**src/common/led_pkg.sv**
```systemverilog
// Constants and types shared by the LED PWM controller design
// Summary of operation
// - Eighteen outputs, duty from own register, selectable resolution
// - PWM where spread bits 5-7 enable it per six outputs, else fully on; duty value four gives fourth step
// - Reset resolution 8 bits, about 62kHz period
// - Oscillator and resolution fields set about 1.9Hz to 62kHz
// - All channels share one common PWM counter
// - Detect write 10 captures short, 11 open
// - Fault bits readable, read-only, at 72h to 76h
// - Spread range selects 5, 15, 24, 34 percent
// - Per-output scaling pair at 4Ah to 6Dh
// - Shutdown keeps all register contents
// - Soft shutdown bit cleared enters soft shutdown
// - Soft shutdown blanks outputs, registers stay accessible
// - Shutdown pin low disables outputs until high
// - Shutdown pin rising edge resets serial logic
// - Registers accessible during hardware shutdown
// - Update write of zero loads pending duty values only with shutdown pin high and soft shutdown bit set
// - Detect values 00/01 idle; each enabling write once
package led_pkg;

  localparam int CHANNELS = 18;
  localparam int DUTY_W   = 16;

  // Register offsets
  localparam logic [6:0] ADDR_CTRL         = 7'h00;
  localparam logic [6:0] ADDR_DUTY_BASE    = 7'h01;
  localparam logic [6:0] ADDR_UPDATE       = 7'h49;
  localparam logic [6:0] ADDR_SCALE_BASE   = 7'h4a;
  localparam logic [6:0] ADDR_GCC          = 7'h6e;
  localparam logic [6:0] ADDR_DETECT       = 7'h71;
  localparam logic [6:0] ADDR_STATUS_FIRST = 7'h72;
  localparam logic [6:0] ADDR_STATUS_LAST  = 7'h76;
  localparam logic [6:0] ADDR_SPREAD       = 7'h78;
  localparam logic [6:0] ADDR_RESET        = 7'h7f;

  // Field positions
  localparam int CTRL_SSD_BIT = 0;
  localparam int CTRL_RES_LSB = 1;
  localparam int CTRL_OSC_LSB = 4;
  localparam int DET_EN_BIT   = 1;
  localparam int DET_OPEN_BIT = 0;
  localparam int SPR_RNG_LSB  = 2;
  localparam int SPR_EN_BIT   = 4;
  localparam int SPR_DC_LSB   = 5;

  // Reset values and keys
  localparam logic [7:0] REG_RESET_VALUE = 8'h00;
  localparam logic [7:0] UPDATE_KEY      = 8'h00;
  localparam logic [7:0] RESET_KEY       = 8'h00;
  localparam logic [38:0] PIN_RESET      = {3'h7, 36'h0};

  // Timing
  localparam int CLK_HZ             = 40_000_000;
  localparam int OSC_HZ             = 16_000_000;
  localparam int SPREAD_HALF_US     = 1980;
  localparam int SPREAD_HALF_CYCLES = SPREAD_HALF_US * (CLK_HZ / 1_000_000);
  localparam logic [8:0] ACC_MOD    = 9'(CLK_HZ / 100_000);
  localparam logic [8:0] ACC_INC    = 9'(OSC_HZ / 100_000);

  // Spread depth in accumulator units, per range code
  localparam logic [3:0][8:0] SPREAD_STEP = {9'h036, 9'h026, 9'h018, 9'h008};

  // Counter mask per resolution code: 8, 10, 12, 16 bits
  localparam logic [3:0][15:0] RES_MASK =
    {16'hffff, 16'h0fff, 16'h03ff, 16'h00ff};

  typedef enum {
    ST_IDLE, ST_ADDR, ST_ACK_ADDR, ST_REG, ST_ACK_REG,
    ST_WR, ST_ACK_WR, ST_RD, ST_ACK_RD
  } i2c_state_type;

endpackage

```
**src/common/pwm_timebase_if.sv**
```systemverilog
// Shared PWM timebase between controller and counter
`timescale 1ns/1ps
interface pwm_timebase_if;
  logic [2:0]  osc_sel;
  logic [1:0]  res_sel;
  logic        spread_en;
  logic [1:0]  spread_range;
  logic [15:0] count;
  logic        period_start;

  modport timebase (
    input  osc_sel, res_sel, spread_en, spread_range,
    output count, period_start
  );
  modport user (
    output osc_sel, res_sel, spread_en, spread_range,
    input  count, period_start
  );
endinterface

```
**src/hw/led_channel_pwm_shutdown_ctrl.sv**
```systemverilog
// LED controller top: serial slave, registers, shutdown and outputs
`timescale 1ns/1ps
module led_channel_pwm_shutdown_ctrl import led_pkg::*; #(
  parameter logic [6:0] DEV_ADDR     = 7'h34, // arbitrary value
  parameter int         SWEEP_CYCLES = SPREAD_HALF_CYCLES
) (
  // Clock, reset, enable
  input  wire logic                  clk,
  input  wire logic                  reset_n,
  input  wire logic                  ce,
  // Serial bus pins
  input  wire logic                  scl_in,
  input  wire logic                  sda_in,
  output logic                       sda_out,
  output logic                       sda_oe,
  // Shutdown pin
  input  wire logic                  hw_shutdown_n_pin,
  // Fault sensing from the output stage
  input  wire logic [17:0]           short_sense,
  input  wire logic [17:0]           open_sense,
  // Output stage
  output logic [17:0]                led_output_n,
  output logic [17:0][15:0]          current_scale,
  output logic [7:0]                 global_current_level
);

  logic [1:0]  rst_sy_q;
  logic        rst_n;

  always_ff @(posedge clk or negedge reset_n) begin
    if (!reset_n)
      rst_sy_q <= 2'b00;
    else
      rst_sy_q <= {rst_sy_q[0], 1'b1};
  end
  assign rst_n = rst_sy_q[1];

  // Pin synchronisers: sdb, scl, sda, short, open
  logic [38:0] pin_raw, pin_lvl_q, pin_lvl_d;
  logic [2:0][38:0] pin_sy_q;
  logic        sdb_q, scl_q, sda_q, sdb_d, scl_d, sda_d;
  logic        sdb_rise, scl_rise, scl_fall, start_cond, stop_cond;

  assign pin_raw = {hw_shutdown_n_pin, scl_in, sda_in, short_sense,
                    open_sense};

  always_comb begin
    for (int i = 0; i < 39; i++)
      pin_lvl_d[i] = (pin_sy_q[1][i] == pin_sy_q[2][i]) ?
                     pin_sy_q[2][i] : pin_lvl_q[i];
  end

  always_ff @(posedge clk or negedge rst_n) begin
    if (!rst_n) begin
      pin_sy_q  <= {3{PIN_RESET}};
      pin_lvl_q <= PIN_RESET;
    end else if (ce) begin
      pin_sy_q  <= {pin_sy_q[1], pin_sy_q[0], pin_raw};
      pin_lvl_q <= pin_lvl_d;
    end
  end

  assign {sdb_q, scl_q, sda_q} = pin_lvl_q[38:36];
  assign {sdb_d, scl_d, sda_d} = pin_lvl_d[38:36];
  assign sdb_rise   = sdb_d && !sdb_q;
  assign scl_rise   = scl_d && !scl_q;
  assign scl_fall   = !scl_d && scl_q;
  assign start_cond = scl_q && scl_d && sda_q && !sda_d;
  assign stop_cond  = scl_q && scl_d && !sda_q && sda_d;

  // Register storage and read path
  logic [7:0]  mem_q [0:127];
  logic [4:0][7:0] status_q, status_d;
  logic [17:0][15:0] duty_q, duty_d;
  logic [6:0]  ptr_q, ptr_d;
  logic [7:0]  rd_data;

  always_comb begin
    rd_data = mem_q[ptr_q];
    if (ptr_q >= ADDR_STATUS_FIRST && ptr_q <= ADDR_STATUS_LAST)
      rd_data = status_q[3'(ptr_q - ADDR_STATUS_FIRST)];
    else if (ptr_q == ADDR_UPDATE || ptr_q == ADDR_RESET)
      rd_data = 8'h00;
  end

  // Serial slave
  i2c_state_type state_q, state_d;
  logic [2:0]  cnt_q, cnt_d;
  logic [7:0]  shift_q, shift_d;
  logic        rw_q, rw_d, full_q, full_d, oe_q, oe_d;
  logic        wr_en;

  always_comb begin
    state_d = state_q;
    cnt_d   = cnt_q;
    shift_d = shift_q;
    ptr_d   = ptr_q;
    rw_d    = rw_q;
    full_d  = full_q;
    oe_d    = oe_q;
    wr_en   = 1'b0;
    if (sdb_rise) begin
      state_d = ST_IDLE;
      oe_d    = 1'b0;
      full_d  = 1'b0;
    end else if (start_cond) begin
      state_d = ST_ADDR;
      cnt_d   = 3'h0;
      full_d  = 1'b0;
      oe_d    = 1'b0;
    end else if (stop_cond) begin
      state_d = ST_IDLE;
      oe_d    = 1'b0;
    end else begin
      unique case (state_q)
        ST_IDLE: begin
        end
        ST_ADDR, ST_REG, ST_WR: begin
          if (scl_rise) begin
            shift_d = {shift_q[6:0], sda_d};
            cnt_d   = cnt_q + 3'h1;
            full_d  = cnt_q == 3'h7;
          end else if (scl_fall && full_q) begin
            full_d = 1'b0;
            oe_d   = 1'b1;
            if (state_q == ST_ADDR) begin
              rw_d    = shift_q[0];
              state_d = ST_ACK_ADDR;
              if (shift_q[7:1] != DEV_ADDR) begin
                state_d = ST_IDLE;
                oe_d    = 1'b0;
              end
            end else if (state_q == ST_REG) begin
              ptr_d   = shift_q[6:0];
              state_d = ST_ACK_REG;
            end else begin
              wr_en   = 1'b1;
              ptr_d   = ptr_q + 7'h01;
              state_d = ST_ACK_WR;
            end
          end
        end
        ST_ACK_ADDR, ST_ACK_REG, ST_ACK_WR: begin
          if (scl_fall) begin
            cnt_d = 3'h0;
            if (state_q == ST_ACK_ADDR && rw_q) begin
              shift_d = rd_data;
              ptr_d   = ptr_q + 7'h01;
              oe_d    = !rd_data[7];
              state_d = ST_RD;
            end else begin
              oe_d    = 1'b0;
              state_d = (state_q == ST_ACK_ADDR) ? ST_REG : ST_WR;
            end
          end
        end
        ST_RD: begin
          if (scl_fall) begin
            if (cnt_q == 3'h7) begin
              oe_d    = 1'b0;
              state_d = ST_ACK_RD;
            end else begin
              shift_d = {shift_q[6:0], 1'b0};
              cnt_d   = cnt_q + 3'h1;
              oe_d    = !shift_q[6];
            end
          end
        end
        ST_ACK_RD: begin
          if (scl_rise && sda_d) begin
            state_d = ST_IDLE;
          end else if (scl_fall) begin
            shift_d = rd_data;
            ptr_d   = ptr_q + 7'h01;
            oe_d    = !rd_data[7];
            cnt_d   = 3'h0;
            state_d = ST_RD;
          end
        end
      endcase
    end
  end

  always_ff @(posedge clk or negedge rst_n) begin
    if (!rst_n) begin
      state_q <= ST_IDLE;
      cnt_q   <= 3'h0;
      shift_q <= 8'h00;
      ptr_q   <= 7'h00;
      rw_q    <= 1'b0;
      full_q  <= 1'b0;
      oe_q    <= 1'b0;
    end else if (ce) begin
      state_q <= state_d;
      cnt_q   <= cnt_d;
      shift_q <= shift_d;
      ptr_q   <= ptr_d;
      rw_q    <= rw_d;
      full_q  <= full_d;
      oe_q    <= oe_d;
    end
  end

  assign sda_out = 1'b0;
  assign sda_oe  = oe_q;

  // Register write effects
  logic        upd_fire, reg_reset, det_fire, mem_we, ssd_on, run;
  logic [7:0]  ctrl, spread;

  assign ctrl      = mem_q[ADDR_CTRL];
  assign spread    = mem_q[ADDR_SPREAD];
  assign ssd_on    = ctrl[CTRL_SSD_BIT];
  assign upd_fire  = wr_en && ptr_q == ADDR_UPDATE && shift_q == UPDATE_KEY
                     && sdb_q && ssd_on;
  assign reg_reset = wr_en && ptr_q == ADDR_RESET && shift_q == RESET_KEY;
  assign det_fire  = wr_en && ptr_q == ADDR_DETECT
                     && shift_q[DET_EN_BIT];
  assign mem_we    = wr_en && !(ptr_q >= ADDR_STATUS_FIRST
                     && ptr_q <= ADDR_STATUS_LAST);

  always_comb begin
    duty_d   = duty_q;
    status_d = status_q;
    for (int k = 0; k < CHANNELS; k++) begin
      if (upd_fire)
        duty_d[k] = {mem_q[ADDR_DUTY_BASE + 7'(2 * k + 1)],
                     mem_q[ADDR_DUTY_BASE + 7'(2 * k)]};
      if (det_fire)
        status_d[k / 4][2 * (k % 4) + 1] = shift_q[DET_OPEN_BIT] ?
          pin_lvl_q[k] : pin_lvl_q[18 + k];
    end
    if (reg_reset) begin
      duty_d   = '0;
      status_d = '0;
    end
  end

  // Contents survive both shutdowns; only a reset write or reset_n clears them
  always_ff @(posedge clk or negedge rst_n) begin
    if (!rst_n) begin
      for (int a = 0; a < 128; a++)
        mem_q[a] <= REG_RESET_VALUE;
      duty_q   <= '0;
      status_q <= '0;
    end else if (ce) begin
      duty_q   <= duty_d;
      status_q <= status_d;
      if (reg_reset) begin
        for (int a = 0; a < 128; a++)
          mem_q[a] <= REG_RESET_VALUE;
      end else if (mem_we) begin
        mem_q[ptr_q] <= shift_q;
      end
    end
  end

  // Timebase
  pwm_timebase_if tb_if ();

  assign tb_if.osc_sel      = ctrl[CTRL_OSC_LSB +: 3];
  assign tb_if.res_sel      = ctrl[CTRL_RES_LSB +: 2];
  assign tb_if.spread_en    = spread[SPR_EN_BIT];
  assign tb_if.spread_range = spread[SPR_RNG_LSB +: 2];

  pwm_timebase #(
    .SWEEP_CYCLES (SWEEP_CYCLES)
  ) u_timebase (
    .clk   (clk),
    .rst_n (rst_n),
    .ce    (ce),
    .tb    (tb_if.timebase)
  );

  // Output drive
  logic [17:0] out_n_q, out_n_d;

  assign run = ssd_on && sdb_q;

  always_comb begin
    for (int k = 0; k < CHANNELS; k++)
      out_n_d[k] = !(run && (!spread[SPR_DC_LSB + k / 6]
                   || tb_if.count < duty_q[k]));
  end

  always_ff @(posedge clk or negedge rst_n) begin
    if (!rst_n)
      out_n_q <= '1;
    else if (ce)
      out_n_q <= out_n_d;
  end

  assign led_output_n = out_n_q;

  for (genvar k = 0; k < CHANNELS; k++) begin : g_scale
    assign current_scale[k] = {mem_q[ADDR_SCALE_BASE + 7'(2 * k + 1)],
                               mem_q[ADDR_SCALE_BASE + 7'(2 * k)]};
  end
  assign global_current_level = mem_q[ADDR_GCC];

  // Checks
  soft_blank_a: assert property (@(posedge clk) disable iff (!rst_n)
    ce && !ssd_on |=> led_output_n == '1)
    else $error("outputs lit in software shutdown");

  hw_blank_a: assert property (@(posedge clk) disable iff (!rst_n)
    ce && !sdb_q |=> led_output_n == '1)
    else $error("outputs lit in hardware shutdown");

  zero_duty_a: assert property (@(posedge clk) disable iff (!rst_n)
    ce && duty_q[0] == 16'h0000 && spread[SPR_DC_LSB] |=> led_output_n[0])
    else $error("zero duty output lit");

  update_load_a: assert property (@(posedge clk) disable iff (!rst_n)
    ce && upd_fire |=> duty_q[0] == {$past(mem_q[2]), $past(mem_q[1])})
    else $error("update did not load pending duty");

  duty_hold_a: assert property (@(posedge clk) disable iff (!rst_n)
    !upd_fire && !reg_reset |=> $stable(duty_q))
    else $error("active duty changed without update");

  detect_cap_a: assert property (@(posedge clk) disable iff (!rst_n)
    ce && det_fire && !reg_reset |=> status_q[0][1] ==
      $past(shift_q[DET_OPEN_BIT] ? pin_lvl_q[0] : pin_lvl_q[18]))
    else $error("fault capture wrong");

  status_ro_a: assert property (@(posedge clk) disable iff (!rst_n)
    !det_fire && !reg_reset |=> $stable(status_q))
    else $error("status changed without detect");

  sdb_reset_a: assert property (@(posedge clk) disable iff (!rst_n)
    ce && sdb_rise |=> state_q == ST_IDLE && !sda_oe)
    else $error("serial logic not reset by pin edge");

  regs_keep_a: assert property (@(posedge clk) disable iff (!rst_n)
    ce && sdb_rise && !wr_en |=> $stable(mem_q[0]))
    else $error("register lost on shutdown exit");

  update_cov: cover property (@(posedge clk) disable iff (!rst_n)
    ce && upd_fire);
  detect_cov: cover property (@(posedge clk) disable iff (!rst_n)
    ce && det_fire && shift_q[DET_OPEN_BIT]);
  read_cov: cover property (@(posedge clk) disable iff (!rst_n)
    state_q == ST_ACK_RD ##1 state_q == ST_RD);

endmodule

```
**src/hw/pwm_timebase.sv**
```systemverilog
// Common PWM counter with oscillator divider and spread spectrum
`timescale 1ns/1ps
module pwm_timebase import led_pkg::*; #(
  parameter int SWEEP_CYCLES = SPREAD_HALF_CYCLES
) (
  // Clock, reset, enable
  input  wire logic          clk,
  input  wire logic          rst_n,
  input  wire logic          ce,
  // Timebase
  pwm_timebase_if.timebase   tb
);

  logic [8:0]  acc_q, acc_d;
  logic [7:0]  div_q, div_d;
  logic [15:0] cnt_q, cnt_d;
  logic [16:0] sweep_q, sweep_d;
  logic        sign_q, sign_d;
  logic        start_q, start_d;
  logic [8:0]  inc;
  logic [9:0]  sum;
  logic        osc_tick, div_last, pwm_tick, wrap;
  logic [15:0] mask;

  always_comb begin
    // Spread modulates the emulated oscillator rate
    if (!tb.spread_en)
      inc = ACC_INC;
    else if (sign_q)
      inc = ACC_INC + SPREAD_STEP[tb.spread_range];
    else
      inc = ACC_INC - SPREAD_STEP[tb.spread_range];
    sum      = {1'b0, acc_q} + {1'b0, inc};
    osc_tick = sum >= {1'b0, ACC_MOD};
    acc_d    = osc_tick ? 9'(sum - {1'b0, ACC_MOD}) : sum[8:0];
    sign_d   = sign_q;
    sweep_d  = sweep_q + 17'h00001;
    if (sweep_q >= 17'(SWEEP_CYCLES - 1)) begin
      sweep_d = 17'h00000;
      sign_d  = ~sign_q;
    end
    div_last = div_q >= 8'((1 << tb.osc_sel) - 1);
    pwm_tick = osc_tick && div_last;
    div_d    = div_q;
    if (osc_tick)
      div_d = div_last ? 8'h00 : div_q + 8'h01;
    mask    = RES_MASK[tb.res_sel];
    wrap    = (cnt_q & mask) == mask || (cnt_q & ~mask) != 16'h0000;
    cnt_d   = cnt_q;
    start_d = 1'b0;
    if (pwm_tick) begin
      cnt_d   = wrap ? 16'h0000 : cnt_q + 16'h0001;
      start_d = wrap;
    end
  end

  always_ff @(posedge clk or negedge rst_n) begin
    if (!rst_n) begin
      acc_q   <= 9'h000;
      div_q   <= 8'h00;
      cnt_q   <= 16'h0000;
      sweep_q <= 17'h00000;
      sign_q  <= 1'b0;
      start_q <= 1'b0;
    end else if (ce) begin
      acc_q   <= acc_d;
      div_q   <= div_d;
      cnt_q   <= cnt_d;
      sweep_q <= sweep_d;
      sign_q  <= sign_d;
      start_q <= start_d;
    end
  end

  assign tb.count        = cnt_q;
  assign tb.period_start = start_q;

  period_zero_a: assert property (@(posedge clk) disable iff (!rst_n)
    tb.period_start |-> tb.count == 16'h0000)
    else $error("period start without counter at zero");

  res_bound_a: assert property (@(posedge clk) disable iff (!rst_n)
    tb.res_sel == 2'b00 && cnt_q <= 16'h00ff |=> cnt_q <= 16'h00ff)
    else $error("8-bit counter left its range");

  wrap_cov: cover property (@(posedge clk) disable iff (!rst_n)
    tb.period_start && tb.res_sel == 2'b00);

endmodule

```
**config.mk**
```make
export PLATFORM = sky130hd
export DESIGN_NAME = led_channel_pwm_shutdown_ctrl
export DESIGN_NICKNAME = d
export VERILOG_FILES = /design/src/common/led_pkg.sv /design/src/common/pwm_timebase_if.sv /design/src/hw/led_channel_pwm_shutdown_ctrl.sv /design/src/hw/pwm_timebase.sv
export SDC_FILE = /design/constraint.sdc
export NUM_CORES = 2
export LEC_CHECK = 0
export BUFFER_PORTS_ARGS = -buffer_cell sky130_fd_sc_hd__buf_2
export CORE_ASPECT_RATIO = 1.5
export CORE_MARGIN = 1.5
export CORE_UTILIZATION = 50
export DETAILED_ROUTE_END_ITERATION = 8
export GPL_TIMING_DRIVEN = 0
export PLACE_DENSITY = 0.71
export SLEW_MARGIN = 25
export SYNTH_ARGS = -nofsm -noshare
export SYNTH_HDL_FRONTEND = slang
export SYNTH_SLANG_ARGS = --single-unit
```
**constraint.sdc**
```tcl
create_clock -name clk -period 56.3 [get_ports clk]
set_input_delay 11.26 -clock clk [delete_from_list [all_inputs] [get_ports clk]]
set_output_delay 11.26 -clock clk [all_outputs]
set_load 0.005 [all_outputs]
```
==> metrics <==
status complete, no violations; worst skew pair latency 0.83 ns; peak supply drop 0.0000365 V; GPL Wtd Cong 1.07; Final nets 7,853; Main synth FF type dfrtp_1; Post-synth EDFFs 0; Post-Syn Area 78,700 µm²; crit path DAT 15.16 ns; Initial Util 50.3%; fin crit share 25.7%; Die Y 489 µm; vias in the first global route 63,871; Avg Cell Area, Syn 11.4 µm²; crit path kind in2reg; Clock transition at path regs 0.07 ns; CTS resizes 0; Final Power 3.28 mW; die width 327 µm; total track usage 40.4%; crit path launch type input pin; hpwl dp 237,000 µm; Synth Register Bits 1,581; Buffers on Ports 355; total core area 157,000 µm²; # rows 178; CTS tree yes; first drt pass iteration count 8; Critical Path Fanout Max 10; total grt overflow 0; setup_tns 0 ns; CTS max path bufs 3; worst path bufs/invs 4; remaining antenna violation count 0; crit-path cells clkbuf_2, nand3_1, nor3_1, nand3_1, clkbuf_1, buf_2, buf_2, nand2_1, o21ai_0; DR iter-0 viols 7,181; Critical-path top delay cell nand3_1; RSZ-0062 raised after global routing no; first-pass GRT wire length 460,000 µm; Slew HR 15.1%; largest net degree at the start of global routing 59; post-synthesis cell type count 83; Pwr Density 36.3 nW/µm²; Post-CTS Hold Buffers 0; Pleak 41.3 nW; yosys warns 0; drt drc 0; # H-tree levels 4; clk sinks 1,581; worst slew pin tran 1.27 ns; Most Crowded Layer GR met2; most common cell after layout, fill and taps aside dfrtp_1; post-CTS setup buffers 0; initial antenna violation count 21; vias 64,668; met1 GRT Util 45.0%; share of layout cells above drive strength 1 22.1%; CP max stage delay 0.87 ns; Max-Cap Viols 0; Data required, critical path 56.98 ns; routed vias/inst 6.66; M3 GR Usage 13.3%; FMAX 69.1 MHz; I/O pin count 358; Post-synth ARST share 100%; Routed wire per std cell 33.3 µm; Root Driver clkbuf_16; most frequent cells in the layout dfrtp_1, a22o_1, nand2_1, buf_2, nor2_1; synthesized instance count 6,926; Pins Over Slew Limit 0; Hold WC Path Type reg2async; Final Hold Violating Endpoints 0; Area growth syn-to-layout 14.5%; CTS buffer count 151; sequential area share after synthesis 50.3%; Clock Skew 0.0361 ns; setup violators final 0; min Tclk post-route 14.47 ns; die area 160,000 µm²; delay-heaviest family, CP simple AND/OR/NAND/NOR gates; Global Route met2 Usage 61.0%; Routed WL 324,000 µm; CP Capture Type flop
==> registers in the layout, indices dropped and copies added (netlist names) <==
| name | count |
|---|---|
| shift_q | 8 |
| mem_q | 712 |
| current_scale | 288 |
| spread | 8 |
| cnt_q | 3 |
| full_q | 1 |
| ptr_q | 7 |
| status_q | 18 |
| rw_q | 1 |
| u_timebase.tb.count | 16 |
| u_timebase.div_q | 8 |
| state_q | 4 |
| pin_sy_q | 117 |
| pin_lvl_q | 39 |
| u_timebase.sign_q | 1 |
| global_current_level | 8 |
| u_timebase.sweep_q | 17 |
| rst_sy_q | 2 |
| duty_q | 288 |
| led_output_n | 18 |
| sda_oe | 1 |
| u_timebase.acc_q | 8 |
| ctrl | 8 |
==> logic make-up (layout without fill, tap and decap cells) <==
| logic type | Yosys count | in the layout | synth area share [%] |
|---|---|---|---|
| multiplexers | 461 | 461 | 10.3 |
| flip-flops | 1581 | 1581 | 50.3 |
| buffers and inverters | 1019 | 1716 | 6.61 |
| AND/OR/NAND/NOR | 1474 | 1474 | 8.08 |
| XOR/XNOR | 22 | 22 | 0.245 |
| other | 2 | 24 | 0.00954 |
| adder cells (fa/ha/maj) | 300 | 300 | 4.78 |
| AO/OA/AOI/OAI | 2067 | 2067 | 19.7 |
==> worst paths after layout <==
path	slack, ns	startpoint	cells past startpoint	end
setup / recovery	41.83	ce	9	duty_q[28]$_DFFE_PN0P_
hold / removal	0.29	rst_sy_q[1]$_DFF_PN0_	0	current_scale[101]$_DFFE_PN0P_
setup reg to reg	50.47	ptr_q[1]$_DFFE_PN0P_	14	duty_q[28]$_DFFE_PN0P_
hold reg to reg	0.29	rst_sy_q[1]$_DFF_PN0_	0	current_scale[101]$_DFFE_PN0P_
max in group asynchronous	45.97	reset_n	1	rst_sy_q[1]$_DFF_PN0_
min in group clk	0.36	rst_sy_q[0]$_DFF_PN0_	0	rst_sy_q[1]$_DFF_PN0_
==> metal layers <==
metal | wire (µm) | up-vias | share of wire, %
li1 | - | 26342 | -
met1 | 107000 | 32491 | 33
met2 | 143000 | 4377 | 44
met3 | 35600 | 1450 | 11
met4 | 37200 | 8 | 11
met5 | 69 | - | 0.021
==> through the flow <==
| stage | std cells | worst slack, ns | utilization, % | hold slack [ns] | instance area [µm²] |
|---|---|---|---|---|---|
| 6_report | 9715 | 41.83 | 57.6 | 0.287 | 90200 |
| 5_1_grt | 9700 | 41.83 | 57.6 | 0.331 | 90100 |
| 4_1_cts | 9693 | 42.02 | 57.6 | 0.305 | 90100 |
| 3_5_place_dp | 9427 | 41.17 | 54.3 | 0.300 | 85000 |
| 3_3_place_gp | 9352 | -7.54 | 53.1 | 0.344 | 83100 |
| 2_1_floorplan | 6927 | 9.02 | - | 0.331 | 78700 |
==> cell type report <==
class,count,area [µm²]
antenna,21,52.6
tap,2070,2590
multi-input combinational,4327,34000
inverter,292,1100
sequential,1581,39600
clock buffer,223,4510
fill,12806,66400
timing repair buffer,431,3480
clock inverter,43,652
buffer,727,4170
==> worst register-to-register path, delay by kind of cell (launching register included) <==
| kind | cells | cell delay, ns |
|---|---|---|
| AND/OR/NAND/NOR | 3 | 0.98 |
| AO/OA/AOI/OAI | 2 | 0.35 |
| buffers and inverters | 8 | 3.70 |
| adder cells (fa/ha/maj) | 1 | 0.28 |
| flip-flops | 1 | 0.42 |
==> Yosys cell counts, types with 148 or more instances <==
| cell type | count | area share [%] |
|---|---|---|
| dfrtp_1 | 1551 | 49 |
| mux4_2 | 269 | 7.7 |
| a21oi_1 | 171 | 1.1 |
| inv_1 | 290 | 1.4 |
| a22o_1 | 1029 | 11 |
| clkbuf_1 | 289 | 1.4 |
| nor2_1 | 400 | 1.9 |
| a21o_1 | 148 | 1.4 |
| nand2_1 | 709 | 3.4 |
| o21ai_0 | 385 | 2.4 |
| ha_1 | 299 | 4.8 |
| buf_4 | 321 | 3.1 |
==> report_power, final <==
group	switching [mW]	total (mW)	internal [mW]
Combinational	0.710	0.976	0.266
Sequential	0.0374	1.21	1.17
Clock	0.465	1.09	0.627
Total	1.21	3.28	2.06
No activity file was read; power rests on OpenSTA's default activity.
